`src/hdl/pofp_pkg.sv`:
```
package pofp_pkg;
   // ----------------------------------------------------------------
   // Command codes
   // ----------------------------------------------------------------
   localparam logic [7:0] CMD_OPERATION = 8'h01;
   localparam logic [7:0] CMD_OUTPUT_ON_CONTROL_CONFIG = 8'h02;
   localparam logic [7:0] CMD_FAULT_CLEAR = 8'h03;
   localparam logic [7:0] CMD_WRITE_LOCK_LEVEL = 8'h10;
   // ----------------------------------------------------------------
   // Reset values and fixed bits
   // ----------------------------------------------------------------
   localparam logic [7:0] OPERATION_RST = 8'h00;
   localparam logic [7:0] ONOFF_RST = 8'h17;
   localparam logic [7:0] ONOFF_FIXED = 8'h13;
   localparam logic [7:0] ONOFF_WR_MASK = 8'h0c;
   localparam logic [7:0] OPERATION_WR_MASK = 8'hbf;
   localparam logic [7:0] WLOCK_RST = 8'h00;
   localparam logic [7:0] WLOCK_WR_MASK = 8'he0;
   // ----------------------------------------------------------------
   // Field positions
   // ----------------------------------------------------------------
   localparam int OP_ON_BIT = 7;
   localparam int ONOFF_CMD_BIT = 3;
   localparam int ONOFF_PIN_BIT = 2;
   localparam logic [1:0] HOT_SEL_ON = 2'h1;
   // ----------------------------------------------------------------
   // Valid write lock bytes
   // ----------------------------------------------------------------
   localparam logic [7:0] WLOCK_ALL = 8'h80;
   localparam logic [7:0] WLOCK_OP = 8'h40;
   localparam logic [7:0] WLOCK_CFG = 8'h20;
   localparam logic [7:0] WLOCK_NONE = 8'h00;
   // ----------------------------------------------------------------
   // Command strobe carrier
   // ----------------------------------------------------------------
   typedef struct packed {
      logic wr;
      logic rd;
      logic send;
      logic [7:0] code;
      logic [7:0] data;
   } pofp_cmd_s;
endpackage

```
`src/hdl/pofp_cmd_regs.sv`:
```
`timescale 1ns/1ps
// Function
// - Hot output only when select equals 01
// - Power-up bit fixed one, read-only
// - Command-response bit gates operation on bit
// - Enable-pin-response bit gates enable pin
// - Polarity bit fixed one, pin active high
// - Speed bit fixed one, immediate shutdown
// - Fault clear never restarts latched output
// - Fault clear is a bare command code
// - Invalid lock byte flags comm and data
// - Invalid lock byte means no protection
// - Lock byte resets zero, low five zero
// - Output on needs vin, no latch-off, a response bit set, and on bit/pin for each one set
// - Only four lock bytes are valid
module pofp_cmd_regs
   import pofp_pkg::*;
(
   input wire logic i_ref_clk,
   input wire logic i_rst,
   input wire pofp_cmd_s i_cmd,
   input wire logic i_enable_pin,
   input wire logic i_vin_ok,
   input wire logic i_iin_oc_warn,
   input wire logic [7:0] i_fault_present,
   input wire logic i_fault_latch_off,
   output logic [7:0] o_rd_data,
   output logic o_wr_refused,
   output logic [7:0] o_fault_bits,
   output logic o_comm_error_flag,
   output logic o_unsupported_data_flag,
   output logic o_alert_output,
   output logic o_regulator_hot_output,
   output logic o_output_on
);
   // ----------------------------------------------------------------
   // Lock byte check
   // ----------------------------------------------------------------
   function automatic logic lock_valid(input logic [7:0] b);
      lock_valid = (b == WLOCK_ALL) || (b == WLOCK_OP) ||
         (b == WLOCK_CFG) || (b == WLOCK_NONE);
   endfunction

   logic [7:0] operation; // Operation byte
   logic [7:0] onoff_cfg; // Writable config bits only
   logic [7:0] wlock; // Active lock level
   logic latched_off; // Output latched off by a fault

   // ----------------------------------------------------------------
   // Decode
   // ----------------------------------------------------------------
   wire is_op = i_cmd.code == CMD_OPERATION;
   wire is_cfg = i_cmd.code == CMD_OUTPUT_ON_CONTROL_CONFIG;
   wire is_lock = i_cmd.code == CMD_WRITE_LOCK_LEVEL;
   // Lock ALL passes only lock writes, OP adds operation, CFG adds cfg
   wire wr_allowed = is_lock || (wlock == WLOCK_NONE) ||
      (is_op && wlock != WLOCK_ALL) ||
      (is_cfg && wlock == WLOCK_CFG);
   wire wr_ok = i_cmd.wr && wr_allowed;
   wire clear_cmd = i_cmd.send && i_cmd.code == CMD_FAULT_CLEAR;
   wire lock_bad = wr_ok && is_lock && !lock_valid(i_cmd.data);
   wire [7:0] cfg_view = onoff_cfg | ONOFF_FIXED;
   wire [7:0] next_rd = is_op ? operation :
      is_cfg ? cfg_view :
      is_lock ? wlock : 8'h00;

   assign o_wr_refused = i_cmd.wr && !wr_allowed;

   // ----------------------------------------------------------------
   // Registers
   // ----------------------------------------------------------------
   // Writes keep only the writable bits
   always_ff @(posedge i_ref_clk or posedge i_rst) begin
      if (i_rst) begin
         operation <= OPERATION_RST;
         onoff_cfg <= ONOFF_RST & ONOFF_WR_MASK;
         wlock <= WLOCK_RST;
      end else if (wr_ok) begin
         if (is_op) begin
            operation <= i_cmd.data & OPERATION_WR_MASK;
         end
         if (is_cfg) begin
            onoff_cfg <= i_cmd.data & ONOFF_WR_MASK;
         end
         if (is_lock) begin
            // Invalid bytes leave no protection
            wlock <= lock_valid(i_cmd.data) ?
               (i_cmd.data & WLOCK_WR_MASK) : WLOCK_NONE;
         end
      end
   end

   // Read data register
   always_ff @(posedge i_ref_clk or posedge i_rst) begin
      if (i_rst) begin
         o_rd_data <= 8'h00;
      end else if (i_cmd.rd) begin
         o_rd_data <= next_rd;
      end
   end

   // ----------------------------------------------------------------
   // Faults, status and alert
   // ----------------------------------------------------------------
   // Clear wipes all, yet a present fault sets again the same cycle
   wire [7:0] next_faults = (clear_cmd ? 8'h00 : o_fault_bits) |
      i_fault_present;
   wire next_cml = (o_comm_error_flag && !clear_cmd) || lock_bad;
   wire next_usd = (o_unsupported_data_flag && !clear_cmd) || lock_bad;
   wire next_alert = (|next_faults) || next_cml;

   always_ff @(posedge i_ref_clk or posedge i_rst) begin
      if (i_rst) begin
         o_fault_bits <= 8'h00;
         o_comm_error_flag <= 1'b0;
         o_unsupported_data_flag <= 1'b0;
         o_alert_output <= 1'b0;
      end else begin
         o_fault_bits <= next_faults;
         o_comm_error_flag <= next_cml;
         o_unsupported_data_flag <= next_usd;
         o_alert_output <= next_alert;
      end
   end

   // Latch-off survives fault clear, only reset releases it
   always_ff @(posedge i_ref_clk or posedge i_rst) begin
      if (i_rst) begin
         latched_off <= 1'b0;
      end else if (i_fault_latch_off) begin
         latched_off <= 1'b1;
      end
   end

   // Hot output follows warning when select is 01
   always_ff @(posedge i_ref_clk or posedge i_rst) begin
      if (i_rst) begin
         o_regulator_hot_output <= 1'b0;
      end else begin
         o_regulator_hot_output <= i_iin_oc_warn &&
            (operation[1:0] == HOT_SEL_ON);
      end
   end

   // ----------------------------------------------------------------
   // Output enable
   // ----------------------------------------------------------------
   pofp_enable_logic i_pofp_enable_logic (
      .i_ref_clk(i_ref_clk),
      .i_rst(i_rst),
      .i_on_bit(operation[OP_ON_BIT]),
      .i_cmd_resp(onoff_cfg[ONOFF_CMD_BIT]),
      .i_pin_resp(onoff_cfg[ONOFF_PIN_BIT]),
      .i_enable_pin(i_enable_pin),
      .i_vin_ok(i_vin_ok),
      .i_latched_off(latched_off),
      .o_output_on(o_output_on)
   );

   // ----------------------------------------------------------------
   // Checks
   // ----------------------------------------------------------------
   // Hot output never rises unless the select held 01 an edge before
   chk_hot_select: assert property (
      @(posedge i_ref_clk) disable iff (i_rst)
      o_regulator_hot_output |-> $past(operation[1:0]) == 2'h1)
      else $error("hot output with wrong select");
   // A warning with select 01 must raise the hot output next edge
   chk_hot_follow: assert property (
      @(posedge i_ref_clk) disable iff (i_rst)
      (i_iin_oc_warn && operation[1:0] == HOT_SEL_ON) |=>
      o_regulator_hot_output)
      else $error("hot output missing");
   // A config read returns the fixed bits whatever was written
   chk_cfg_fixed: assert property (
      @(posedge i_ref_clk) disable iff (i_rst)
      (i_cmd.rd && is_cfg) |=> (o_rd_data & 8'hf3) == ONOFF_FIXED)
      else $error("config fixed bits wrong");
   // Command response set and on bit clear keeps the output off
   chk_cmd_ignore: assert property (
      @(posedge i_ref_clk) disable iff (i_rst)
      (onoff_cfg[3] && !operation[7]) |=> !o_output_on)
      else $error("on bit ignored");
   // Pin response set and pin low keeps the output off
   chk_pin_ignore: assert property (
      @(posedge i_ref_clk) disable iff (i_rst)
      (onoff_cfg[2] && !i_enable_pin) |=> !o_output_on)
      else $error("enable pin ignored");
   // Pin-only control turns on with the pin high
   chk_pin_high: assert property (
      @(posedge i_ref_clk) disable iff (i_rst)
      (i_vin_ok && onoff_cfg[3:2] == 2'h1 && i_enable_pin && !latched_off)
      |=> o_output_on)
      else $error("pin not active high");
   // Loss of input voltage drops the output at the next edge
   chk_fast_off: assert property (
      @(posedge i_ref_clk) disable iff (i_rst)
      !i_vin_ok |=> !o_output_on)
      else $error("shutdown not immediate");
   // A clear with nothing present wipes every flag and the alert
   chk_clear_all: assert property (
      @(posedge i_ref_clk) disable iff (i_rst)
      (clear_cmd && i_fault_present == 8'h00) |=>
      o_fault_bits == 8'h00 && !o_comm_error_flag &&
      !o_unsupported_data_flag && !o_alert_output)
      else $error("clear left flags");
   // A latched output stays off whatever else happens
   chk_latch_stay: assert property (
      @(posedge i_ref_clk) disable iff (i_rst)
      latched_off |=> !o_output_on)
      else $error("latched output restarted");
   // A fault still present keeps or brings back the alert
   chk_fault_again: assert property (
      @(posedge i_ref_clk) disable iff (i_rst)
      (i_fault_present != 8'h00) |=> o_alert_output)
      else $error("present fault not alerted");
   // An invalid lock byte raises both flags and drops protection
   chk_lock_bad: assert property (
      @(posedge i_ref_clk) disable iff (i_rst)
      lock_bad |=> o_comm_error_flag && o_unsupported_data_flag &&
      wlock == 8'h00)
      else $error("invalid lock not handled");
   // The stored lock level is always one of the legal bytes
   chk_lock_low: assert property (
      @(posedge i_ref_clk) disable iff (i_rst)
      wlock[4:0] == 5'h00 && lock_valid(wlock))
      else $error("lock byte illegal");
   // Lock reads return zeros in the reserved low bits
   chk_lock_read: assert property (
      @(posedge i_ref_clk) disable iff (i_rst)
      (i_cmd.rd && is_lock) |=> o_rd_data[4:0] == 5'h00)
      else $error("lock reserved bits not zero");
   // A refused write leaves every register as it was
   chk_refused_keep: assert property (
      @(posedge i_ref_clk) disable iff (i_rst)
      o_wr_refused |=> $stable(operation) && $stable(onoff_cfg) &&
      $stable(wlock))
      else $error("refused write changed a register");
endmodule

```
`src/hdl/pofp_enable_logic.sv`:
```
`timescale 1ns/1ps
module pofp_enable_logic
   import pofp_pkg::*;
(
   input wire logic i_ref_clk,
   input wire logic i_rst,
   input wire logic i_on_bit,
   input wire logic i_cmd_resp,
   input wire logic i_pin_resp,
   input wire logic i_enable_pin,
   input wire logic i_vin_ok,
   input wire logic i_latched_off,
   output logic o_output_on
);
   // ----------------------------------------------------------------
   // Enable decision
   // ----------------------------------------------------------------
   // Pin is active high; command path needs on bit and command response
   wire pin_ok = !i_pin_resp || i_enable_pin;
   wire cmd_ok = !i_cmd_resp || i_on_bit;
   wire cmd_en = i_cmd_resp || i_pin_resp;
   wire next_output_on = i_vin_ok && pin_ok && cmd_ok && cmd_en &&
      !i_latched_off;

   // Evaluated every cycle, drop is immediate with no ramp
   always_ff @(posedge i_ref_clk or posedge i_rst) begin
      if (i_rst) begin
         o_output_on <= 1'b0;
      end else begin
         o_output_on <= next_output_on;
      end
   end
endmodule

```
`config.mk`:
```
export PLATFORM = sky130hd
export DESIGN_NAME = pofp_cmd_regs
export DESIGN_NICKNAME = d
export VERILOG_FILES = /design/src/hdl/pofp_pkg.sv /design/src/hdl/pofp_cmd_regs.sv /design/src/hdl/pofp_enable_logic.sv
export SDC_FILE = /design/constraint.sdc
export NUM_CORES = 1
export LEC_CHECK = 0
export BUFFER_PORTS_ARGS = -buffer_cell sky130_fd_sc_hd__clkbuf_2
export CAP_MARGIN = 20
export CORE_MARGIN = 2
export CORE_UTILIZATION = 52
export CTS_CLUSTER_DIAMETER = 120
export DETAILED_ROUTE_END_ITERATION = 8
export PLACE_DENSITY = 0.84
export SYNTH_ARGS = -nofsm -noshare
export SYNTH_HDL_FRONTEND = slang
export SYNTH_SLANG_ARGS = --single-unit
```
`constraint.sdc`:
```
create_clock -name i_ref_clk -period 2.6 [get_ports i_ref_clk]
set_clock_uncertainty 0.2 [all_clocks]
set_input_delay 0.13 -clock i_ref_clk [delete_from_list [all_inputs] [get_ports i_ref_clk]]
set_output_delay 0.13 -clock i_ref_clk [all_outputs]
set_load 0.02 [all_outputs]
```
==> results of run 1 <==
## layer usage
layer  up-vias  track usage [%]  routed length (µm)  part of all wire (%)
met2        60            39.61                1868                    49
li1        627                -                   -                     -
met1       633            32.58                1596                    42
met3        10            8.163                 289                   7.6
met4         0            8.638                  61                   1.6
met5         -                0                   0                     0
## layout make-up
class	count	area (µm²)
tap	31	38.79
inverter	3	11.26
sequential	34	852.1
fill	186	683.2
timing repair buffer	78	505.5
clock buffer	7	45.04
multi-input combinational	86	598.1
## worst min path at each step
stage | start | end | slack [ns]
floorplan | i_fault_present[0] | o_fault_bits[0] | 0.02
global placement | i_rst | o_unsupported_data_flag | 0.007
detailed placement | i_rst | o_unsupported_data_flag | 0.02
CTS | i_cmd[8] | o_rd_data[1] | 0.01
global route | i_cmd[8] | o_rd_data[0] | 0.04
finish | i_cmd[8] | o_rd_data[1] | 0.03
## worst register-to-register path, cell delays in order (launching register included)
cell and delay (ns):
dfrtp_1 0.46, nor2_1 0.08, a211oi_1 0.51, o211ai_4 0.21, mux2_2 0.32
## synthesized netlist by cell type
cell type,number
dfrtp_1,33
a21oi_1,10
or2_2,1
inv_1,3
or3_1,1
nor3b_1,1
mux2_2,9
buf_6,1
nor2_1,10
nand2_1,3
o211ai_4,1
nor2b_1,2
or4_4,1
nor4b_1,1
o41ai_1,1
nand3_1,9
nor4_1,5
o21ai_0,4
nand4b_1,1
nor3b_4,1
clkbuf_1,2
nand2b_1,3
a22o_1,3
nor3_1,1
a211oi_1,1
nor2b_2,1
mux2i_1,1
buf_1,1
a22oi_1,2
a21o_1,10
o211a_1,1
and3b_1,1
dfstp_2,1
and3_1,1
## through the flow
stage               instances  power, µW  setup slack [ns]
detailed placement        210      657.3            0.2753
CTS                       239      936.8            0.4170
floorplan                 127      605.9            0.5410
global route              239      978.5            0.2673
finish                    239      939.4            0.4098
global placement          210      652.4            0.3713
## cells by family (layout without fill, tap and decap cells)
logic type / after synthesis / count (layout) / share of synthesized area, %
buffers and inverters: 7 / 88 / 2.276
flip-flops: 34 / 34 / 57.42
AO/OA/AOI/OAI: 33 / 33 / 15.77
multiplexers: 10 / 10 / 7.504
AND/OR/NAND/NOR: 43 / 43 / 17.03
## flip-flops by register name, indices dropped and copies added (netlist names)
register,flops
operation,7
wlock,3
o_regulator_hot_output,1
latched_off,1
o_comm_error_flag,1
o_rd_data,8
o_fault_bits,8
i_pofp_enable_logic.o_output_on,1
o_alert_output,1
onoff_cfg,2
o_unsupported_data_flag,1
## power by group through the flow
stage,clock network (µW),registers [µW],logic (µW)
after floorplan,0,573,32.8
after global placement,0,564,88.4
after detailed placement,0,565,92.1
after CTS,265,555,117
after global routing,293,557,129
final,266,556,118
## timing repair
item                                   CTS  global route
hold buffers                            22             0
endpoints found under the hold margin   63             0
buffers inserted                         0             0
==> metrics.txt, run 1 <==
status finished clean; area leader, netlist dfrtp_1; vias about 1.3k; PortBufs 54; Yosys cell types 34; Critical Path Source i_cmd[13]; highest cell delay on the worst timing path 0.55 ns; Worst Setup EP o_wr_refused; flops & latches, synth 34; maximum clock rate 456.6 MHz; Final TNS setup 0 ns; final instance area 0.002051 mm²; share of cells above drive strength 1 36.54%; most frequent cell on the critical path clkbuf_2; Mapped Cells 127; global placement routability congestion 0.8301; Synth area leaders dfrtp_1, mux2_2, a21o_1; dpl hpwl 2.554 mm; wire length of the first global-routing pass 6.154 mm; residual DRC count 0; CTS root buf clkbuf_4; combinational share of power 12.6%; Avg Synthesized Cell Area 11.68 µm²; # nets final 241; sequential area share after synthesis 57.42%; most common cell after layout, fill and taps aside clkbuf_2; CTS resizes 0; Net Sw Power 234.0 µW; final hold violations 0; Slew @ Worst Pin 0.5512 ns; global-route usage over all layers 25.06%; first drt pass iteration count 4; # rows 19; largest net degree at the start of global routing 35; Final Setup Violations 0; Critical Path Stages 7; Pint 705.3 µW; die area 0.003297 mm²; RR Endpoint operation[0]; Switching Share 24.92%; min Tclk post-route 2.190 ns; top-level I/O count 55; total wire length 3.815 mm; Synth top area share a little under three fifths; Final period util between 80 and 90%; delay-heaviest family, CP simple AND/OR/NAND/NOR gates; Post-DRT Antenna Nets 0; CP Max Fanout 7; number of antenna diodes 0; total CTS buffers 5; initial antenna violation count 0; Area after DPL 0.001785 mm²; vias per cell between 5 and 6; clock sinks 34; CTS H-Tree Depth 2; CP Class in -> out; maximum vdd drop 0.4814 mV; core box area about 0.0027 mm²; Core Util, Final 75.01%; worst hold-check path type in -> reg; Clk pin slew, worst setup/hold paths around 0.090 ns; worst path cell trace clkbuf_2 > or4_4 > nor3b_1 > nor3b_4 > o21ai_0 > and3b_1 > clkbuf_2; clock network fraction of total power 28.3%; P per Cell Area 458.1 mW/mm²; Register-to-Register Path Depth 4; Die Wd 57.42 µm; Synth Cell Area 0.001484 mm²; hold_ws 0.02690 ns; Die Height 57.42 µm; Min-Delay Path Depth 4; Reg power frac 59.1%; Critical Path RT ~2.3 ns; slew margin rel. around 63%; CTS tree built; Syn Nets 160; Max Buffers Root-to-Sink 2; Critical Path AT 1.86 ns; vias in the first global route 1329; slowest CP cell or4_4; Starting Density 54.28%; DRT iter0 DRCs 71; Final Max Tran Viols 0; most frequent cells in the layout clkbuf_2, dfrtp_1, dlygate4sd3_1; Ys Warns 0; leakage power approximately 0.00097 µW; Critical path buffers and inverters 2; Setup crit end kind output port; drt wl/cell 15.96 µm; Overflow after GRT 0; RSZ-0062 raised after global routing no; synth-to-layout area growth 38.20%; reg-to-reg slack, setup 0.71 ns; Worst setup SP type input port; max_cap viols 0; FF-to-FF Start wlock[6]; clk_lat worst skew 0.34 ns
Note: power is estimated with default switching activity, not from simulation.
==> inputs of run 2 (changes only) <==
--- a/config.mk
+++ b/config.mk
@@ -8,10 +8,10 @@
 export BUFFER_PORTS_ARGS = -buffer_cell sky130_fd_sc_hd__clkbuf_2
 export CAP_MARGIN = 20
 export CORE_MARGIN = 2
-export CORE_UTILIZATION = 52
+export CORE_UTILIZATION = 43
 export CTS_CLUSTER_DIAMETER = 120
 export DETAILED_ROUTE_END_ITERATION = 8
-export PLACE_DENSITY = 0.84
+export PLACE_DENSITY = 0.74
 export SYNTH_ARGS = -nofsm -noshare
 export SYNTH_HDL_FRONTEND = slang
 export SYNTH_SLANG_ARGS = --single-unit
==> constraint.sdc (replaced) <==
create_clock -name i_ref_clk -period 2 [get_ports i_ref_clk]
set_clock_uncertainty 0.2 [all_clocks]
set_input_delay 0.1 -clock i_ref_clk [delete_from_list [all_inputs] [get_ports i_ref_clk]]
set_output_delay 0.1 -clock i_ref_clk [all_outputs]
set_load 0.02 [all_outputs]
==> run 2 against run 1 <==
  * Design area rose by 5.9%
  * Cell count rose by 9.6%
  * Via count rose by 1.1%
  * Sequential share of layout area fell by 2.3 points
  * Largest cell class unchanged
  * Flip-flop and latch count did not move
==> metrics.txt, run 2 (synthesized netlist as in run 1, its figures left out) <==
max_cap viols 0; clk_lat worst skew 0.33 ns; Overflow after GRT 0; maximum vdd drop 0.4221 mV; top-level I/O count 55; residual DRC count 0; synth-to-layout area growth 46.29%; Area after DPL 0.001854 mm²; Critical Path RT 1.70 ns; FF-to-FF Start wlock[5]; Final Setup Violations 0; number of antenna diodes 0; largest net degree at the start of global routing 35; drt wl/cell about 14 µm; status finished clean; dpl hpwl 2.739 mm; core box area 0.003337 mm²; CP Max Fanout 3; share of cells above drive strength 1 40.74%; Slew @ Worst Pin 0.4340 ns; die area 0.003937 mm²; maximum clock rate roughly 500 MHz; CP Class in -> out; global placement routability congestion 0.9088; Setup crit end kind output port; CTS tree built; vias per cell between 5 and 6; first drt pass iteration count 4; CTS root buf clkbuf_4; final hold violations 0; P per Cell Area 614.3 mW/mm²; # rows 21; wire length of the first global-routing pass between 6 and 7 mm; Final Worst Setup Slack 0.05931 ns; PortBufs between 50 and 60; worst slack, placed -0.1684 ns; Final period util 97.03%; total CTS buffers 5; top flop regs o_fault_bits: 8 flops, o_rd_data: 8 flops, operation: 7 flops; Worst setup SP type input port; vias 1345; Starting Density roughly 44%; initial antenna violation count 0; Register-to-Register Path Depth 4; Final Max Tran Viols 0; Critical Path AT ~1.6 ns; DRT iter0 DRCs 52; leakage power slightly above 0.001 µW; global-route usage over all layers around a fifth; worst hold-check path type in -> reg; min Tclk post-route just under 2 ns; Min-Delay Path Depth 4; CTS H-Tree Depth 2; clock sinks 34; Clk pin slew, worst setup/hold paths 0.10 ns; # nets final 248; Max Buffers Root-to-Sink 2; most common cell after layout, fill and taps aside clkbuf_2; Critical Path Source i_cmd[13]; vias in the first global route 1361; source of the worst hold timing path i_cmd[16]; final instance area 0.002171 mm²; Post-DRT Antenna Nets 0; most frequent cells in the layout clkbuf_2, dfrtp_1, dlygate4sd3_1; Die Height 62.75 µm; Die Wd 62.75 µm; total wire length 3.724 mm; slew margin rel. between 70 and 80%
## run 2: per-stage QoR
| stage | power [µW] | TNS (ns) | cells | utilization (%) | hold slack [ns] |
|---|---|---|---|---|---|
| detailed placement | 858.1 | -1.159 | 231 | 55.57 | -0.004462 |
| floorplan | 787.9 | 0 | 127 | - | -0.007709 |
| global route | 1400 | -0.005957 | 262 | 65.05 | 0.03363 |
| global placement | 852.3 | -0.4522 | 231 | 55.57 | -0.01753 |
| finish | 1334 | 0 | 262 | 65.05 | 0.03216 |
| CTS | 1340 | 0 | 261 | 64.53 | 0.02147 |
## run 2: cell type report
class                           count  area [µm²]
Fill cell                         300        1166
Sequential cell                    34       852.1
Multi-Input combinational cell     86       613.1
Timing Repair Buffer               85       558.0
Clock buffer                        8       78.83
Tap cell                           46       57.56
Inverter                            3       11.26
## run 2: layer usage
metal / wire length (µm) / track usage (%) / vias up / part of all wire (%)
li1: - / - / 646 / -
met1: 1602 / 26.43 / 653 / 43
met2: 1841 / 34.14 / 36 / 49
met3: 167 / 6.847 / 10 / 4.5
met4: 112 / 9.444 / 0 / 3.0
met5: 0 / 0 / - / 0
## run 2: worst max-delay path: stages
cell and delay, ns:
clkbuf_2 0.09, or4_4 0.56, or3_1 0.38, a21oi_2 0.16
and3b_1 0.19, clkbuf_2 0.16
## run 2: repair_timing
action / 4_1_cts / 5_1_grt
resized for setup: 0 / 2
endpoints found under the setup margin: 0 / 1
hold buffers: 22 / 0
buffers inserted: 0 / 1
endpoints found under the hold margin: 63 / 0
## run 2: path summary, 6_finish.rpt
path                       slack [ns]                      end
max                              0.06             o_wr_refused
min                              0.03          o_fault_bits[6]
max reg2reg                      0.23             operation[3]
min reg2reg                      0.29  o_unsupported_data_flag
max in group asynchronous        1.10             onoff_cfg[2]
min in group asynchronous        0.17             onoff_cfg[3]
## run 2: power by group
group	internal (µW)	switching (µW)
Combinational	80.5	76.9
Clock	240	215
Sequential	707	13.6
